===== src/logic/pielc_pkg.sv =====
// Purpose: shared constants and helpers for the pulse, idling and end-limit axis block
// Assumes: 100 MHz core clock, one axis
// Notes: register map uses word indices on a plain strobe port
// Behaviour
// - completion at end of last pulse cycle (0) or last pulse width (1)
// - width control on: constant pulse width below about 2.44 kpps; off: no hold
// - held width about 200 us; otherwise pulses run near half duty
// - idle count 0 or 1: acceleration starts with the first pulse
// - idle count n of 2 to 7: n-1 pulses at start speed, accelerate on nth
// - idling pulses count inside the feed amount in positioning mode
// - idling counter readable in the speed readback register
// - limit in feed direction while moving stops the motor, immediately or decelerating
// - after a limit stop the axis stays stopped; no automatic restart
// - start refused toward a direction whose limit input is active
// - stop method 0 immediate, 1 deceleration stop for high speed starts only
// - filter on ignores limit pulses shorter than 150 ns; off passes all
// - plus and minus limit status bits read 1 when active
// - limit stop sets an error cause flag readable in the error register
// - timer mode ignores limits but status bits still update
// - polarity pin low means active-high limits, high means active-low
// - origin modes use their own limit response, not the generic stop
package pielc_pkg;
  localparam int CLK_HZ = 100_000_000;
  localparam int HOLD_US = 200;
  localparam int HOLD_CYC = HOLD_US * (CLK_HZ / 1_000_000);
  localparam int SLOW_PPS = 2440;
  localparam int SLOW_PER_CYC = CLK_HZ / SLOW_PPS;
  localparam int FILT_NS = 150;
  localparam int FILT_CYC = (FILT_NS * (CLK_HZ / 1_000_000) + 999) / 1000;
  localparam int PW = 20;
  localparam int FW = 24;
  // register word indices
  localparam logic [3:0] A_CMD = 4'h0;
  localparam logic [3:0] A_MODE = 4'h1;
  localparam logic [3:0] A_ENV1 = 4'h2;
  localparam logic [3:0] A_ENV2 = 4'h3;
  localparam logic [3:0] A_FEED = 4'h4;
  localparam logic [3:0] A_SPER = 4'h5;
  localparam logic [3:0] A_HPER = 4'h6;
  localparam logic [3:0] A_STEP = 4'h7;
  localparam logic [3:0] A_SPD = 4'h8;
  localparam logic [3:0] A_STS = 4'h9;
  localparam logic [3:0] A_ERR = 4'hA;
  // field positions
  localparam int B_START = 0;
  localparam int B_STOPI = 1;
  localparam int B_STOPD = 2;
  localparam int B_DIR = 4;
  localparam int B_HI = 5;
  localparam int B_METM = 8;
  localparam int B_ELM = 3;
  localparam int B_FDIS = 24;
  localparam int B_WDIS = 25;
  localparam int B_IDL = 16;
  localparam int B_IDC = 24;
  // reset values and operation mode codes
  localparam logic [PW-1:0] SPER_RST = 20'h186A0;
  localparam logic [PW-1:0] HPER_RST = 20'h02710;
  localparam logic [PW-1:0] STEP_RST = 20'h003E8;
  localparam logic [FW-1:0] FEED_RST = 24'h000000;
  localparam logic [1:0] M_POS = 2'h0;
  localparam logic [1:0] M_CONT = 2'h1;
  localparam logic [1:0] M_TIMER = 2'h2;
  localparam logic [1:0] M_ORIGIN = 2'h3;

  // one ramp step toward a faster period, floored at the target
  function automatic logic [PW-1:0] ramp_dn(input logic [PW-1:0] cur, input logic [PW-1:0] stp,
                                            input logic [PW-1:0] lim);
    ramp_dn = (cur > lim + stp) ? cur - stp : lim;
  endfunction

  // one ramp step toward a slower period, capped at the start period
  function automatic logic [PW-1:0] ramp_up(input logic [PW-1:0] cur, input logic [PW-1:0] stp,
                                            input logic [PW-1:0] lim);
    ramp_up = (cur + stp < lim) ? cur + stp : lim;
  endfunction
endpackage


===== src/logic/pielc_pulse_if.sv =====
`timescale 1ns/10ps
// Purpose: link between axis sequencer and pulse timer
// Assumes: single clock
// Notes: fire is taken only while ready is high
interface pielc_pulse_if;
  import pielc_pkg::*;
  logic fire;
  logic abort;
  logic quiet;
  logic [PW-1:0] per;
  logic [PW-1:0] wid;
  logic ready;
  logic pulse;
  logic wid_end;
  logic cyc_end;
  modport gen (input fire, abort, quiet, per, wid, output ready, pulse, wid_end, cyc_end);
  modport ctl (output fire, abort, quiet, per, wid, input ready, pulse, wid_end, cyc_end);
endinterface


===== src/logic/pielc_pulse_gen.sv =====
`timescale 1ns/10ps
// Purpose: emits one command pulse per fire unless quiet, period and width in cycles
// Assumes: per >= 2, 1 <= wid < per
// Notes: a fire in the last cycle of a period gives back-to-back pulses
module pielc_pulse_gen import pielc_pkg::*; (
  input wire logic clk_i,
  input wire logic rst_n_i,
  pielc_pulse_if.gen pg
);
  logic active;
  logic [PW-1:0] cnt;
  logic [PW-1:0] per_q;
  logic [PW-1:0] wid_q;
  logic pulse_q;
  wire last = active && (cnt == per_q - 20'h00001);

  // handshake flags stay combinational
  assign pg.ready = !active || last;
  assign pg.cyc_end = last;
  assign pg.wid_end = active && (cnt == wid_q - 20'h00001);
  assign pg.pulse = pulse_q;

  // period counter and pulse level
  always_ff @(posedge clk_i or negedge rst_n_i) begin
    if (!rst_n_i) begin
      active <= 1'b0;
      cnt <= '0;
      per_q <= '0;
      wid_q <= '0;
      pulse_q <= 1'b0;
    end else if (pg.abort) begin
      active <= 1'b0;
      pulse_q <= 1'b0;
    end else if (pg.fire && pg.ready) begin
      active <= 1'b1;
      cnt <= '0;
      per_q <= pg.per;
      wid_q <= pg.wid;
      pulse_q <= !pg.quiet;
    end else if (active) begin
      cnt <= cnt + 20'h00001;
      if (last) active <= 1'b0;
      if (pg.wid_end) pulse_q <= 1'b0;
    end
  end
endmodule // pielc_pulse_gen


===== src/logic/pielc_limit_in.sv =====
`timescale 1ns/10ps
// Purpose: end-limit input conditioning: sync, polarity, glitch filter
// Assumes: raw input asynchronous to the clock
// Notes: filter adds FILT-1 cycles of latency when enabled
module pielc_limit_in import pielc_pkg::*; #(
  parameter int FILT = FILT_CYC
) (
  input wire logic clk_i,
  input wire logic rst_n_i,
  input wire logic raw_i,
  input wire logic pol_i,
  input wire logic fdis_i,
  output logic act_o
);
  logic s1;
  logic s2;
  logic [4:0] cnt;
  wire lvl = s2 ^ pol_i;
  wire held = cnt == 5'(FILT - 1);

  // two-stage synchroniser, first stage read only by second
  always_ff @(posedge clk_i or negedge rst_n_i) begin
    if (!rst_n_i) begin
      s1 <= 1'b0;
      s2 <= 1'b0;
    end else begin
      s1 <= raw_i;
      s2 <= s1;
    end
  end

  // output follows only after the level holds FILT cycles
  always_ff @(posedge clk_i or negedge rst_n_i) begin
    if (!rst_n_i) begin
      cnt <= '0;
      act_o <= 1'b0;
    end else if (fdis_i || lvl == act_o) begin
      cnt <= '0;
      act_o <= lvl;
    end else if (held) begin
      cnt <= '0;
      act_o <= lvl;
    end else begin
      cnt <= cnt + 5'h01;
    end
  end
endmodule // pielc_limit_in


===== src/logic/pielc_top.sv =====
// Our own choices: the plain strobed port and the address map.
`timescale 1ns/10ps
// Purpose: one axis: pulse width, completion timing, idling and end-limit stop
// Assumes: registers on a plain strobe port, read data one cycle after strobe
// Notes: periods are in core clock cycles; minimum period 2
module pielc_top import pielc_pkg::*; #(
  parameter int HOLD_CYC_P = HOLD_CYC,
  parameter int SLOW_PER_P = SLOW_PER_CYC
) (
  input wire logic core_clk_i,
  input wire logic rstn_i,
  input wire logic [3:0] reg_addr_i,
  input wire logic [31:0] reg_wdata_i,
  input wire logic reg_wr_i,
  input wire logic reg_rd_i,
  output logic [31:0] reg_rdata_o,
  input wire logic plus_end_limit_i,
  input wire logic minus_end_limit_i,
  input wire logic limit_polarity_pin_i,
  output logic pulse_o,
  output logic dir_o,
  output logic busy_o,
  output logic done_o
);
  typedef enum logic [3:0] {
    ST_IDLE = 4'b0001,
    ST_RUN = 4'b0010,
    ST_DECEL = 4'b0100,
    ST_TAIL = 4'b1000
  } pielc_state_e;

  logic rs1;
  logic rst_n;
  pielc_state_e st;
  pielc_state_e next_st;
  logic [1:0] op_mode;
  logic metm;
  logic stop_meth;
  logic fdis;
  logic wdis;
  logic [2:0] idle_set;
  logic [FW-1:0] feed;
  logic [PW-1:0] start_per;
  logic [PW-1:0] high_per;
  logic [PW-1:0] step_per;
  logic dir;
  logic hi_start;
  logic [FW-1:0] issued;
  logic [FW-1:0] ramp_n;
  logic [PW-1:0] cur_per;
  logic [2:0] idle_ctr;
  logic err_p;
  logic err_m;
  logic done_q;
  logic p_act;
  logic m_act;

  pielc_pulse_if pg ();

  // reset release through two flops; assertion stays asynchronous
  always_ff @(posedge core_clk_i or negedge rstn_i) begin
    if (!rstn_i) begin
      rs1 <= 1'b0;
      rst_n <= 1'b0;
    end else begin
      rs1 <= 1'b1;
      rst_n <= rs1;
    end
  end

  // limit conditioning, one per direction
  pielc_limit_in u_plus (
    .clk_i(core_clk_i),
    .rst_n_i(rst_n),
    .raw_i(plus_end_limit_i),
    .pol_i(limit_polarity_pin_i),
    .fdis_i(fdis),
    .act_o(p_act)
  );
  pielc_limit_in u_minus (
    .clk_i(core_clk_i),
    .rst_n_i(rst_n),
    .raw_i(minus_end_limit_i),
    .pol_i(limit_polarity_pin_i),
    .fdis_i(fdis),
    .act_o(m_act)
  );

  pielc_pulse_gen u_gen (
    .clk_i(core_clk_i),
    .rst_n_i(rst_n),
    .pg(pg.gen)
  );

  // register strobe decode
  wire wr_cmd = reg_wr_i && reg_addr_i == A_CMD;
  wire wr_err = reg_wr_i && reg_addr_i == A_ERR;
  wire req_dir = reg_wdata_i[B_DIR];
  wire is_idle = st == ST_IDLE;
  wire moving = st == ST_RUN || st == ST_DECEL;
  wire timer = op_mode == M_TIMER;
  wire origin = op_mode == M_ORIGIN;
  wire counted = op_mode == M_POS || timer;

  // start handling; a blocked direction is refused outright
  wire start_req = wr_cmd && reg_wdata_i[B_START] && is_idle;
  wire lim_req = req_dir ? m_act : p_act;
  wire refused = start_req && !timer && !origin && lim_req;
  wire start_ok = start_req && !refused && (feed != '0 || !counted);

  // limit in feed direction while moving; timer mode ignores it
  wire lim_now = dir ? m_act : p_act;
  wire lim_hit = moving && !timer && lim_now;
  // origin modes end on the limit without the generic error path
  wire hit_err = lim_hit && !origin;
  wire use_dec = stop_meth && hi_start && !origin;
  wire stop_imm = moving && ((wr_cmd && reg_wdata_i[B_STOPI]) || (lim_hit && !use_dec));
  wire stop_dec = st == ST_RUN && ((wr_cmd && reg_wdata_i[B_STOPD]) || (lim_hit && use_dec));

  // feed bookkeeping; idling pulses live inside the feed count
  wire [FW-1:0] remain = feed - issued;
  wire more = counted ? (issued < feed) : 1'b1;
  wire last_one = counted && remain == 24'h000001;
  wire down_now = hi_start && (st == ST_DECEL || (counted && remain <= ramp_n));
  // acceleration starts once n-1 idling pulses are out
  wire accel_ok = idle_set < 3'h2 || issued >= FW'(idle_set - 3'h1);

  // period for the pulse about to fire
  wire [PW-1:0] per_dn = ramp_dn(cur_per, step_per, high_per);
  wire [PW-1:0] per_up = ramp_up(cur_per, step_per, start_per);
  wire [PW-1:0] per_now = !hi_start ? cur_per : down_now ? per_up : accel_ok ? per_dn : cur_per;

  // width: held constant at slow rates when control is on, half period otherwise
  wire slow = !wdis && 32'(per_now) > 32'(SLOW_PER_P);
  wire [PW-1:0] half = (per_now >> 1) == '0 ? 20'h00001 : per_now >> 1;
  wire [PW-1:0] wid_now = slow ? PW'(HOLD_CYC_P) : half;

  // decel stop ends once start speed is reached
  wire dec_done = st == ST_DECEL && cur_per >= start_per;
  wire fire = moving && pg.ready && more && !stop_imm && !dec_done;
  // completion point chosen by the timing select bit
  wire end_hit = metm ? pg.wid_end : pg.cyc_end;
  wire finish = (st == ST_TAIL && end_hit) || stop_imm;

  assign pg.fire = fire;
  assign pg.abort = stop_imm;
  assign pg.quiet = timer;
  assign pg.per = per_now;
  assign pg.wid = wid_now;

  // sequencer next state
  always_comb begin
    next_st = st;
    unique case (st)
      ST_IDLE: begin
        if (start_ok) next_st = ST_RUN;
      end
      ST_RUN: begin
        if (stop_imm) next_st = ST_IDLE;
        else if (fire && last_one) next_st = ST_TAIL;
        else if (stop_dec) next_st = hi_start ? ST_DECEL : ST_TAIL;
      end
      ST_DECEL: begin
        if (stop_imm) next_st = ST_IDLE;
        else if ((fire && last_one) || dec_done) next_st = ST_TAIL;
      end
      ST_TAIL: begin
        if (end_hit || !pg.ready) next_st = end_hit ? ST_IDLE : ST_TAIL;
        else next_st = ST_IDLE;
      end
    endcase
  end

  // state, stays idle after any stop until software starts again
  always_ff @(posedge core_clk_i or negedge rst_n) begin
    if (!rst_n) st <= ST_IDLE;
    else st <= next_st;
  end

  // per-operation motion state
  always_ff @(posedge core_clk_i or negedge rst_n) begin
    if (!rst_n) begin
      dir <= 1'b0;
      hi_start <= 1'b0;
      issued <= '0;
      ramp_n <= '0;
      cur_per <= SPER_RST;
      idle_ctr <= '0;
    end else if (start_ok) begin
      dir <= req_dir;
      hi_start <= reg_wdata_i[B_HI];
      issued <= '0;
      ramp_n <= '0;
      cur_per <= start_per;
      idle_ctr <= '0;
    end else if (fire) begin
      issued <= issued + 24'h000001;
      cur_per <= per_now;
      if (per_now < cur_per) ramp_n <= ramp_n + 24'h000001;
      else if (per_now > cur_per && ramp_n != '0) ramp_n <= ramp_n - 24'h000001;
      if (idle_ctr < idle_set) idle_ctr <= idle_ctr + 3'h1;
    end
  end

  // software settings
  always_ff @(posedge core_clk_i or negedge rst_n) begin
    if (!rst_n) begin
      op_mode <= M_POS;
      metm <= 1'b0;
      stop_meth <= 1'b0;
      fdis <= 1'b0;
      wdis <= 1'b0;
      idle_set <= '0;
      feed <= FEED_RST;
      start_per <= SPER_RST;
      high_per <= HPER_RST;
      step_per <= STEP_RST;
    end else if (reg_wr_i) begin
      unique case (reg_addr_i)
        A_MODE: begin
          op_mode <= reg_wdata_i[1:0];
          metm <= reg_wdata_i[B_METM];
        end
        A_ENV1: begin
          stop_meth <= reg_wdata_i[B_ELM];
          fdis <= reg_wdata_i[B_FDIS];
          wdis <= reg_wdata_i[B_WDIS];
        end
        A_ENV2: idle_set <= reg_wdata_i[B_IDL+:3];
        A_FEED: feed <= reg_wdata_i[FW-1:0];
        A_SPER: start_per <= reg_wdata_i[PW-1:0];
        A_HPER: high_per <= reg_wdata_i[PW-1:0];
        A_STEP: step_per <= reg_wdata_i[PW-1:0];
        default: ;
      endcase
    end
  end

  // error causes: hardware set beats a software clear in the same cycle
  wire set_p = (hit_err && !dir) || (refused && !req_dir);
  wire set_m = (hit_err && dir) || (refused && req_dir);
  always_ff @(posedge core_clk_i or negedge rst_n) begin
    if (!rst_n) begin
      err_p <= 1'b0;
      err_m <= 1'b0;
    end else begin
      err_p <= set_p || (err_p && !(wr_err && reg_wdata_i[0]));
      err_m <= set_m || (err_m && !(wr_err && reg_wdata_i[1]));
    end
  end

  // read mux; unmapped words read zero
  wire [31:0] spd_word = {5'h00, idle_ctr, 4'h0, cur_per};
  wire [31:0] sts_word = {29'h0, m_act, p_act, !is_idle};
  wire [31:0] mode_word = {23'h0, metm, 6'h00, op_mode};
  wire [31:0] rd_sel = reg_addr_i == A_SPD ? spd_word :
                       reg_addr_i == A_STS ? sts_word :
                       reg_addr_i == A_ERR ? {30'h0, err_m, err_p} :
                       reg_addr_i == A_MODE ? mode_word :
                       reg_addr_i == A_FEED ? {8'h00, feed} : 32'h00000000;

  // read data valid the cycle after the strobe only
  always_ff @(posedge core_clk_i or negedge rst_n) begin
    if (!rst_n) reg_rdata_o <= '0;
    else reg_rdata_o <= reg_rd_i ? rd_sel : 32'h00000000;
  end

  // completion pulse and direction pin
  always_ff @(posedge core_clk_i or negedge rst_n) begin
    if (!rst_n) begin
      done_q <= 1'b0;
      dir_o <= 1'b0;
    end else begin
      done_q <= !is_idle && finish;
      dir_o <= start_ok ? req_dir : dir_o;
    end
  end

  assign pulse_o = pg.pulse;
  assign done_o = done_q;
  assign busy_o = !is_idle;
endmodule // pielc_top


===== config.mk =====
export PLATFORM = sky130hd
export DESIGN_NAME = pielc_top
export DESIGN_NICKNAME = d
export VERILOG_FILES = /design/src/logic/pielc_pkg.sv /design/src/logic/pielc_pulse_if.sv /design/src/logic/pielc_pulse_gen.sv /design/src/logic/pielc_limit_in.sv /design/src/logic/pielc_top.sv
export SDC_FILE = /design/constraint.sdc
export NUM_CORES = 1
export LEC_CHECK = 0
export BUFFER_PORTS_ARGS = -buffer_cell sky130_fd_sc_hd__buf_2
export CAP_MARGIN = 20
export CELL_PAD_IN_SITES_DETAIL_PLACEMENT = 1
export CELL_PAD_IN_SITES_GLOBAL_PLACEMENT = 2
export CORE_AREA = 2 2 228 230
export CTS_BUF_LIST = sky130_fd_sc_hd__clkbuf_8 sky130_fd_sc_hd__clkbuf_16
export DETAILED_ROUTE_END_ITERATION = 7
export DIE_AREA = 0 0 230 232
export PLACE_DENSITY_LB_ADDON = 0.1
export SETUP_SLACK_MARGIN = 0.05
export SKIP_CTS_REPAIR_TIMING = 1
export SKIP_LAST_GASP = 1
export SYNTH_ARGS = -nofsm -noshare
export SYNTH_HDL_FRONTEND = slang
export SYNTH_SLANG_ARGS = --single-unit

===== constraint.sdc =====
create_clock -name core_clk_i -period 13.21 [get_ports core_clk_i]
set_clock_uncertainty 0.05 [all_clocks]
set_input_delay 2.642 -clock core_clk_i [delete_from_list [all_inputs] [get_ports core_clk_i]]
set_output_delay 2.642 -clock core_clk_i [all_outputs]
set_load 0.005 [all_outputs]

==> results.cfg, run 1 <==
[cts]
cts.path.max_buffers = 3
path_clk_slew_ns = 0.07
cts_sinks = 279
cts_tree = built
cts_htree_levels = 2
clock_latency_ns = 0.57
numCtsBuffers = 37
cts_root_buf = clkbuf_16

[floorplanning]
start_util_pct = 42.7
die_h_microns = 232
rows = 83
ioPinCount = 79
coreArea_sq_um = 50900
die-area_sq_um = 53400
dieWidth_microns = 230

[grt]
grt_max_degree = 63
track_usage_pct = 27.3
first_global_vias = 19800
overflow = 0
antenna_found_initial = 2
grt_first_pass_wirelength_microns = 114000

[sta]
finalHoldViolCount = 0
finalMaxSlewViolations = 0
relSlewSlack_pct = 33.4
worstMarginPinSlew_ns = 0.990
finalWorstPathRequiredPeriod_ns = 11.59
setup_viol = 0
fin_setup_tns_ns = 0
max_freq_mhz = 86.3
whs_ns = 0.287
fin_crit_sh_pct = 87.7
rsz0062_at_grt = no

[layout]
stdcell_area_sq_um = 24000
multi_input_area_sq_um = 13700
area_growth_pct = 10.7
layout.nets = 2832
final_common_cell = dfrtp_1
final_util_pct = 47.3
final_cell_mix = dfrtp_1, ha_1, nor2_1
drive_above_1_share_pct = 11.1
regArea_sq_um = 7020
fillers = 5978

[synthesis]
synth-compound-area-share_pct = 18.3
synth-edff-count = 0
yosysSeqAreaShare_pct = 32.3
synth_adder_area_share_pct = 14.6
synth_area_sq_um = 21700
ys_ff_latch = 279
synth_top_family_by_area = simple AND/OR/NAND/NOR gates
ys_async_sr_fraction_pct = 100
syn_inst = 2500
synth-simple-area-share_pct = 18.5
synth.avg_cell_area_sq_um = 8.69
synth_flop_cell = dfrtp_1
synth_xor_area_share_pct = 7.34
yosysWarnings = 0
synth.area.mux_share_pct = 3.95
synth_cell_types = 93

[worst_setup_path]
r2r-start = issued[1]
crit_fanout = 26
crit_required_ns = 13.61
rrSetupSlack_ns = 1.62
cp_common_cell = a21oi_1
cpPeakStageDelay_ns = 0.61
arrival_ns = 11.99
reg2reg_to = ramp_n[23]
reg2reg_depth = 42
critPathCaptureType = register
cpMaxStageDelayCell = o31a_1
crit_type = reg2reg
cp-start-kind = register

[place]
place_hpwl_microns = 56700
place_area_sq_um = 22700
gp_congestion = 0.892
placement.io_buffers = 67

[route]
drt-initial-drc-count = 939
final_antenna_net_count = 0
drc = 0
viasPerCell = 5.81
drtPass1Iterations = 4
wl_microns = 72500
wl_per_cell_microns = 22.3
via_count = 18900

[power]
power_leakage_nw = 11.1
p_total_mw = 6.76
power_density_nw_per_um2 = 281
ir_drop_uv = 191

[run]
drv_cap = 0

[outcome]
status = completed

[min_path]
hp-class = reg2async
## Yosys cell counts (7+ instances only)
cell	count	area share [%]
dfrtp_1	255	29
a21boi_0	9	0.31
o21ai_0	134	3.1
inv_1	181	3.1
mux2i_1	16	0.74
buf_2	11	0.25
or3_1	21	0.60
nor2_1	243	4.2
nand2b_1	33	0.95
o22ai_1	12	0.35
a31oi_1	23	0.66
a21o_1	45	1.6
dfstp_2	24	2.9
buf_1	7	0.12
a21oi_1	177	4.1
xnor2_1	119	4.8
o21a_1	11	0.38
or4_1	11	0.38
o21bai_1	13	0.45
a22o_1	28	1.1
nand2_1	223	3.9
o211ai_1	16	0.55
nand4_1	40	1.2
clkbuf_1	68	1.2
nand3_1	63	1.5
o2111ai_1	8	0.32
a221oi_1	10	0.40
mux2_2	62	3.2
ha_1	246	14
nor3_1	41	0.94
xor2_1	63	2.5
nor2b_1	21	0.60
and2_1	11	0.32
a41oi_1	7	0.28
a211oi_1	30	1.0
a211o_1	9	0.36
nor4_1	38	1.1
or2_2	10	0.29
o31ai_1	14	0.48
and3_1	22	0.63
nor4b_1	7	0.28
## flip-flops by register name, summed over array words and instances (netlist names), 20 cells and up
register,count
reg_rdata_o,27
feed,24
issued,24
ramp_n,24
cur_per,20
high_per,20
start_per,20
step_per,20
u_gen.cnt,20
u_gen.per_q,20
## layout make-up
cell class                      instances  area share, %
Antenna cell                            1         0.0104
Clock inverter                         21          0.853
Sequential cell                       279           29.2
Tap cell                              680           3.54
Clock buffer                           47           4.52
Multi-Input combinational cell       1950           57.0
Inverter                              182           2.84
Timing Repair Buffer                   88           2.10
## logic make-up (layout without fill, tap and decap cells)
| kind of cell | Yosys count | in the layout |
|---|---|---|
| AOI/OAI and AO/OA | 611 | 611 |
| xor gates and xnor gates | 182 | 182 |
| adders and majority gates | 251 | 251 |
| buffers and inverters | 275 | 338 |
| DFF | 279 | 279 |
| muxes | 78 | 78 |
| other | 2 | 7 |
| and+or+nand+nor | 822 | 822 |
## power breakdown
group / internal, mW / total [mW] / switching, mW
clock: 0.657 / 1.07 / 0.418
combinational: 1.73 / 4.21 / 2.48
sequential: 1.09 / 1.47 / 0.380
## how the worst max path moves through the flow
stage,startpoint,end,slack (ns),cells after the start
3_3_place_gp,issued[1],ramp_n[23],1.78,42
5_1_grt,step_per[1],ramp_n[18],0.56,42
3_5_place_dp,issued[1],ramp_n[23],1.65,42
4_1_cts,issued[1],ramp_n[23],1.60,42
6_report,issued[1],ramp_n[23],1.62,42
2_1_floorplan,step_per[0],ramp_n[23],3.73,47
## per-layer routing
layer | track usage, % | vias to the layer above | routed length [microns]
met1 | 33.9 | 9456 | 31800
met4 | 9.05 | 2 | 2270
met3 | 3.20 | 103 | 2370
li1 | - | 8998 | -
met5 | 0 | - | 19
met2 | 49.1 | 302 | 36100
## worst max-delay path, delay by kind of cell, from the launching register on
family / cells / cell delay [ns]
simple gates: 8 / 1.51
xor+xnor: 2 / 0.39
compound gates: 24 / 6.42
buf+inv: 4 / 1.03
flops: 1 / 0.59
fa+ha+maj: 4 / 1.45
## stage by stage
stage	std cells	setup WS [ns]
5_1_grt	3247	0.562
6_report	3248	1.62
3_5_place_dp	3178	1.65
2_1_floorplan	2504	3.73
3_3_place_gp	3178	1.78
4_1_cts	3246	1.60
(Power assumes the default switching activity.)
==> inputs of run 2 (changes only) <==
--- a/config.mk
+++ b/config.mk
@@ -9,10 +9,10 @@
 export CAP_MARGIN = 20
 export CELL_PAD_IN_SITES_DETAIL_PLACEMENT = 1
 export CELL_PAD_IN_SITES_GLOBAL_PLACEMENT = 2
-export CORE_AREA = 2 2 228 230
+export CORE_AREA = 2 2 294 180
 export CTS_BUF_LIST = sky130_fd_sc_hd__clkbuf_8 sky130_fd_sc_hd__clkbuf_16
 export DETAILED_ROUTE_END_ITERATION = 7
-export DIE_AREA = 0 0 230 232
+export DIE_AREA = 0 0 296 182
 export PLACE_DENSITY_LB_ADDON = 0.1
 export SETUP_SLACK_MARGIN = 0.05
 export SKIP_CTS_REPAIR_TIMING = 1
==> results.cfg, run 2 (same netlist as run 1, synthesis figures left out) <==
[outcome]
status = completed

[route]
drt-initial-drc-count = 1563
drc = 0
drtPass1Iterations = 5
via_count = 19500
wl_microns = 80000
final_antenna_net_count = 0
viasPerCell = 5.93
wl_per_cell_microns = 24.3

[worst_setup_path]
rrSetupSlack_ns = 1.43
cp-start-kind = register
worstSetupEndpoint = ramp_n[23]
arrival_ns = 12.20
reg2reg_to = ramp_n[23]
r2r-start = step_per[0]
cpMaxStageDelayCell = a2111oi_0
critPathCaptureType = register
worst-path-buf-inv = 6
cp_common_cell = a21oi_1
startpoint = step_per[0]
reg2reg_depth = 49
crit_required_ns = 13.62
cpPeakStageDelay_ns = 0.64
cp_top_family = compound AO/OA/AOI/OAI gates
crit_cells = 49
crit_fanout = 25
crit_type = reg2reg

[grt]
grt_max_degree = 126
antenna_found_initial = 1
track_usage_pct = 29.8
first_global_vias = 19600
overflow = 0
grt_first_pass_wirelength_microns = 122000

[sta]
rsz0062_at_grt = no
max_freq_mhz = 84.9
finalHoldViolCount = 0
relSlewSlack_pct = 26.3
timing.final.ws_setup_ns = 1.43
fin_crit_sh_pct = 89.2
worstMarginPinSlew_ns = 1.10
fin_setup_tns_ns = 0
setup_viol = 0
finalWorstPathRequiredPeriod_ns = 11.78
finalMaxSlewViolations = 0

[floorplanning]
coreArea_sq_um = 51600
ioPinCount = 79
dieWidth_microns = 296
rows = 65
die-area_sq_um = 53900
die_h_microns = 182
start_util_pct = 42.1

[cts]
cts_tree = built
cts_sinks = 279
cts.path.max_buffers = 3
clock_latency_ns = 0.60
path_clk_slew_ns = 0.07
numCtsBuffers = 31
cts_root_buf = clkbuf_16
cts_htree_levels = 1

[layout]
area_growth_pct = 11.2
layout.nets = 2863
max_flop_register = reg_rdata_o
final_common_cell = dfrtp_1
largest_reg_flops = 27
final_util_pct = 46.9
final_cell_mix = dfrtp_1, ha_1, nor2_1
stdcell_count = 3298
stdcell_area_sq_um = 24200
drive_above_1_share_pct = 12.2

[place]
pre_cts_ws_ns = 1.53
dp_cells = 3238
place_area_sq_um = 23100
placement.io_buffers = 67
place_hpwl_microns = 63200
gp_congestion = 0.876

[power]
power_density_nw_per_um2 = 300
power_leakage_nw = 11.2
ir_drop_uv = 171

[min_path]
hp-class = reg2async

[run]
drv_cap = 0
[run 2: per-stage QoR]
| stage | total power, mW | hold WS [ns] |
|---|---|---|
| final | 7.24 | 0.265 |
| after global placement | 5.90 | 0.283 |
| after detailed placement | 6.13 | 0.289 |
| after CTS | 7.15 | 0.288 |
| after floorplan | 4.52 | 0.281 |
| after global routing | 7.83 | 0.310 |
[run 2: layout make-up]
class,instances,area [sq um]
antenna,2,5.00
clock buffer,36,845
clock inverter,21,243
fill,6095,27400
inverter,182,683
multi-input combinational,1950,13700
sequential,279,7020
tap,703,880
timing repair buffer,125,781
[run 2: per-layer routing]
metal  up-vias  share of wire (%)  track usage, %  wire (microns)
li1       9080                  -               -               -
met1      9844                 53            48.9           42400
met2       550                 36            38.3           29100
met3        72                9.1            7.43            7260
met4         0                1.6            4.87            1250
met5         -                  0               0               0
[run 2: worst min path at each step]
stage	start	endpoint	slack, ns	cells past startpoint
finish	rst_n	start_per[1]	0.26	0
global route	u_plus.s1	u_plus.s2	0.31	0
CTS	rst_n	start_per[1]	0.29	0
detailed placement	rst_n	start_per[1]	0.29	0
global placement	rst_n	start_per[1]	0.28	0
floorplan	rs1	rst_n	0.28	0
[run 2: power breakdown]
group	switching [mW]	internal, mW
Combinational	2.89	1.94
Clock	0.406	0.553
Sequential	0.368	1.09
Total	3.66	3.58
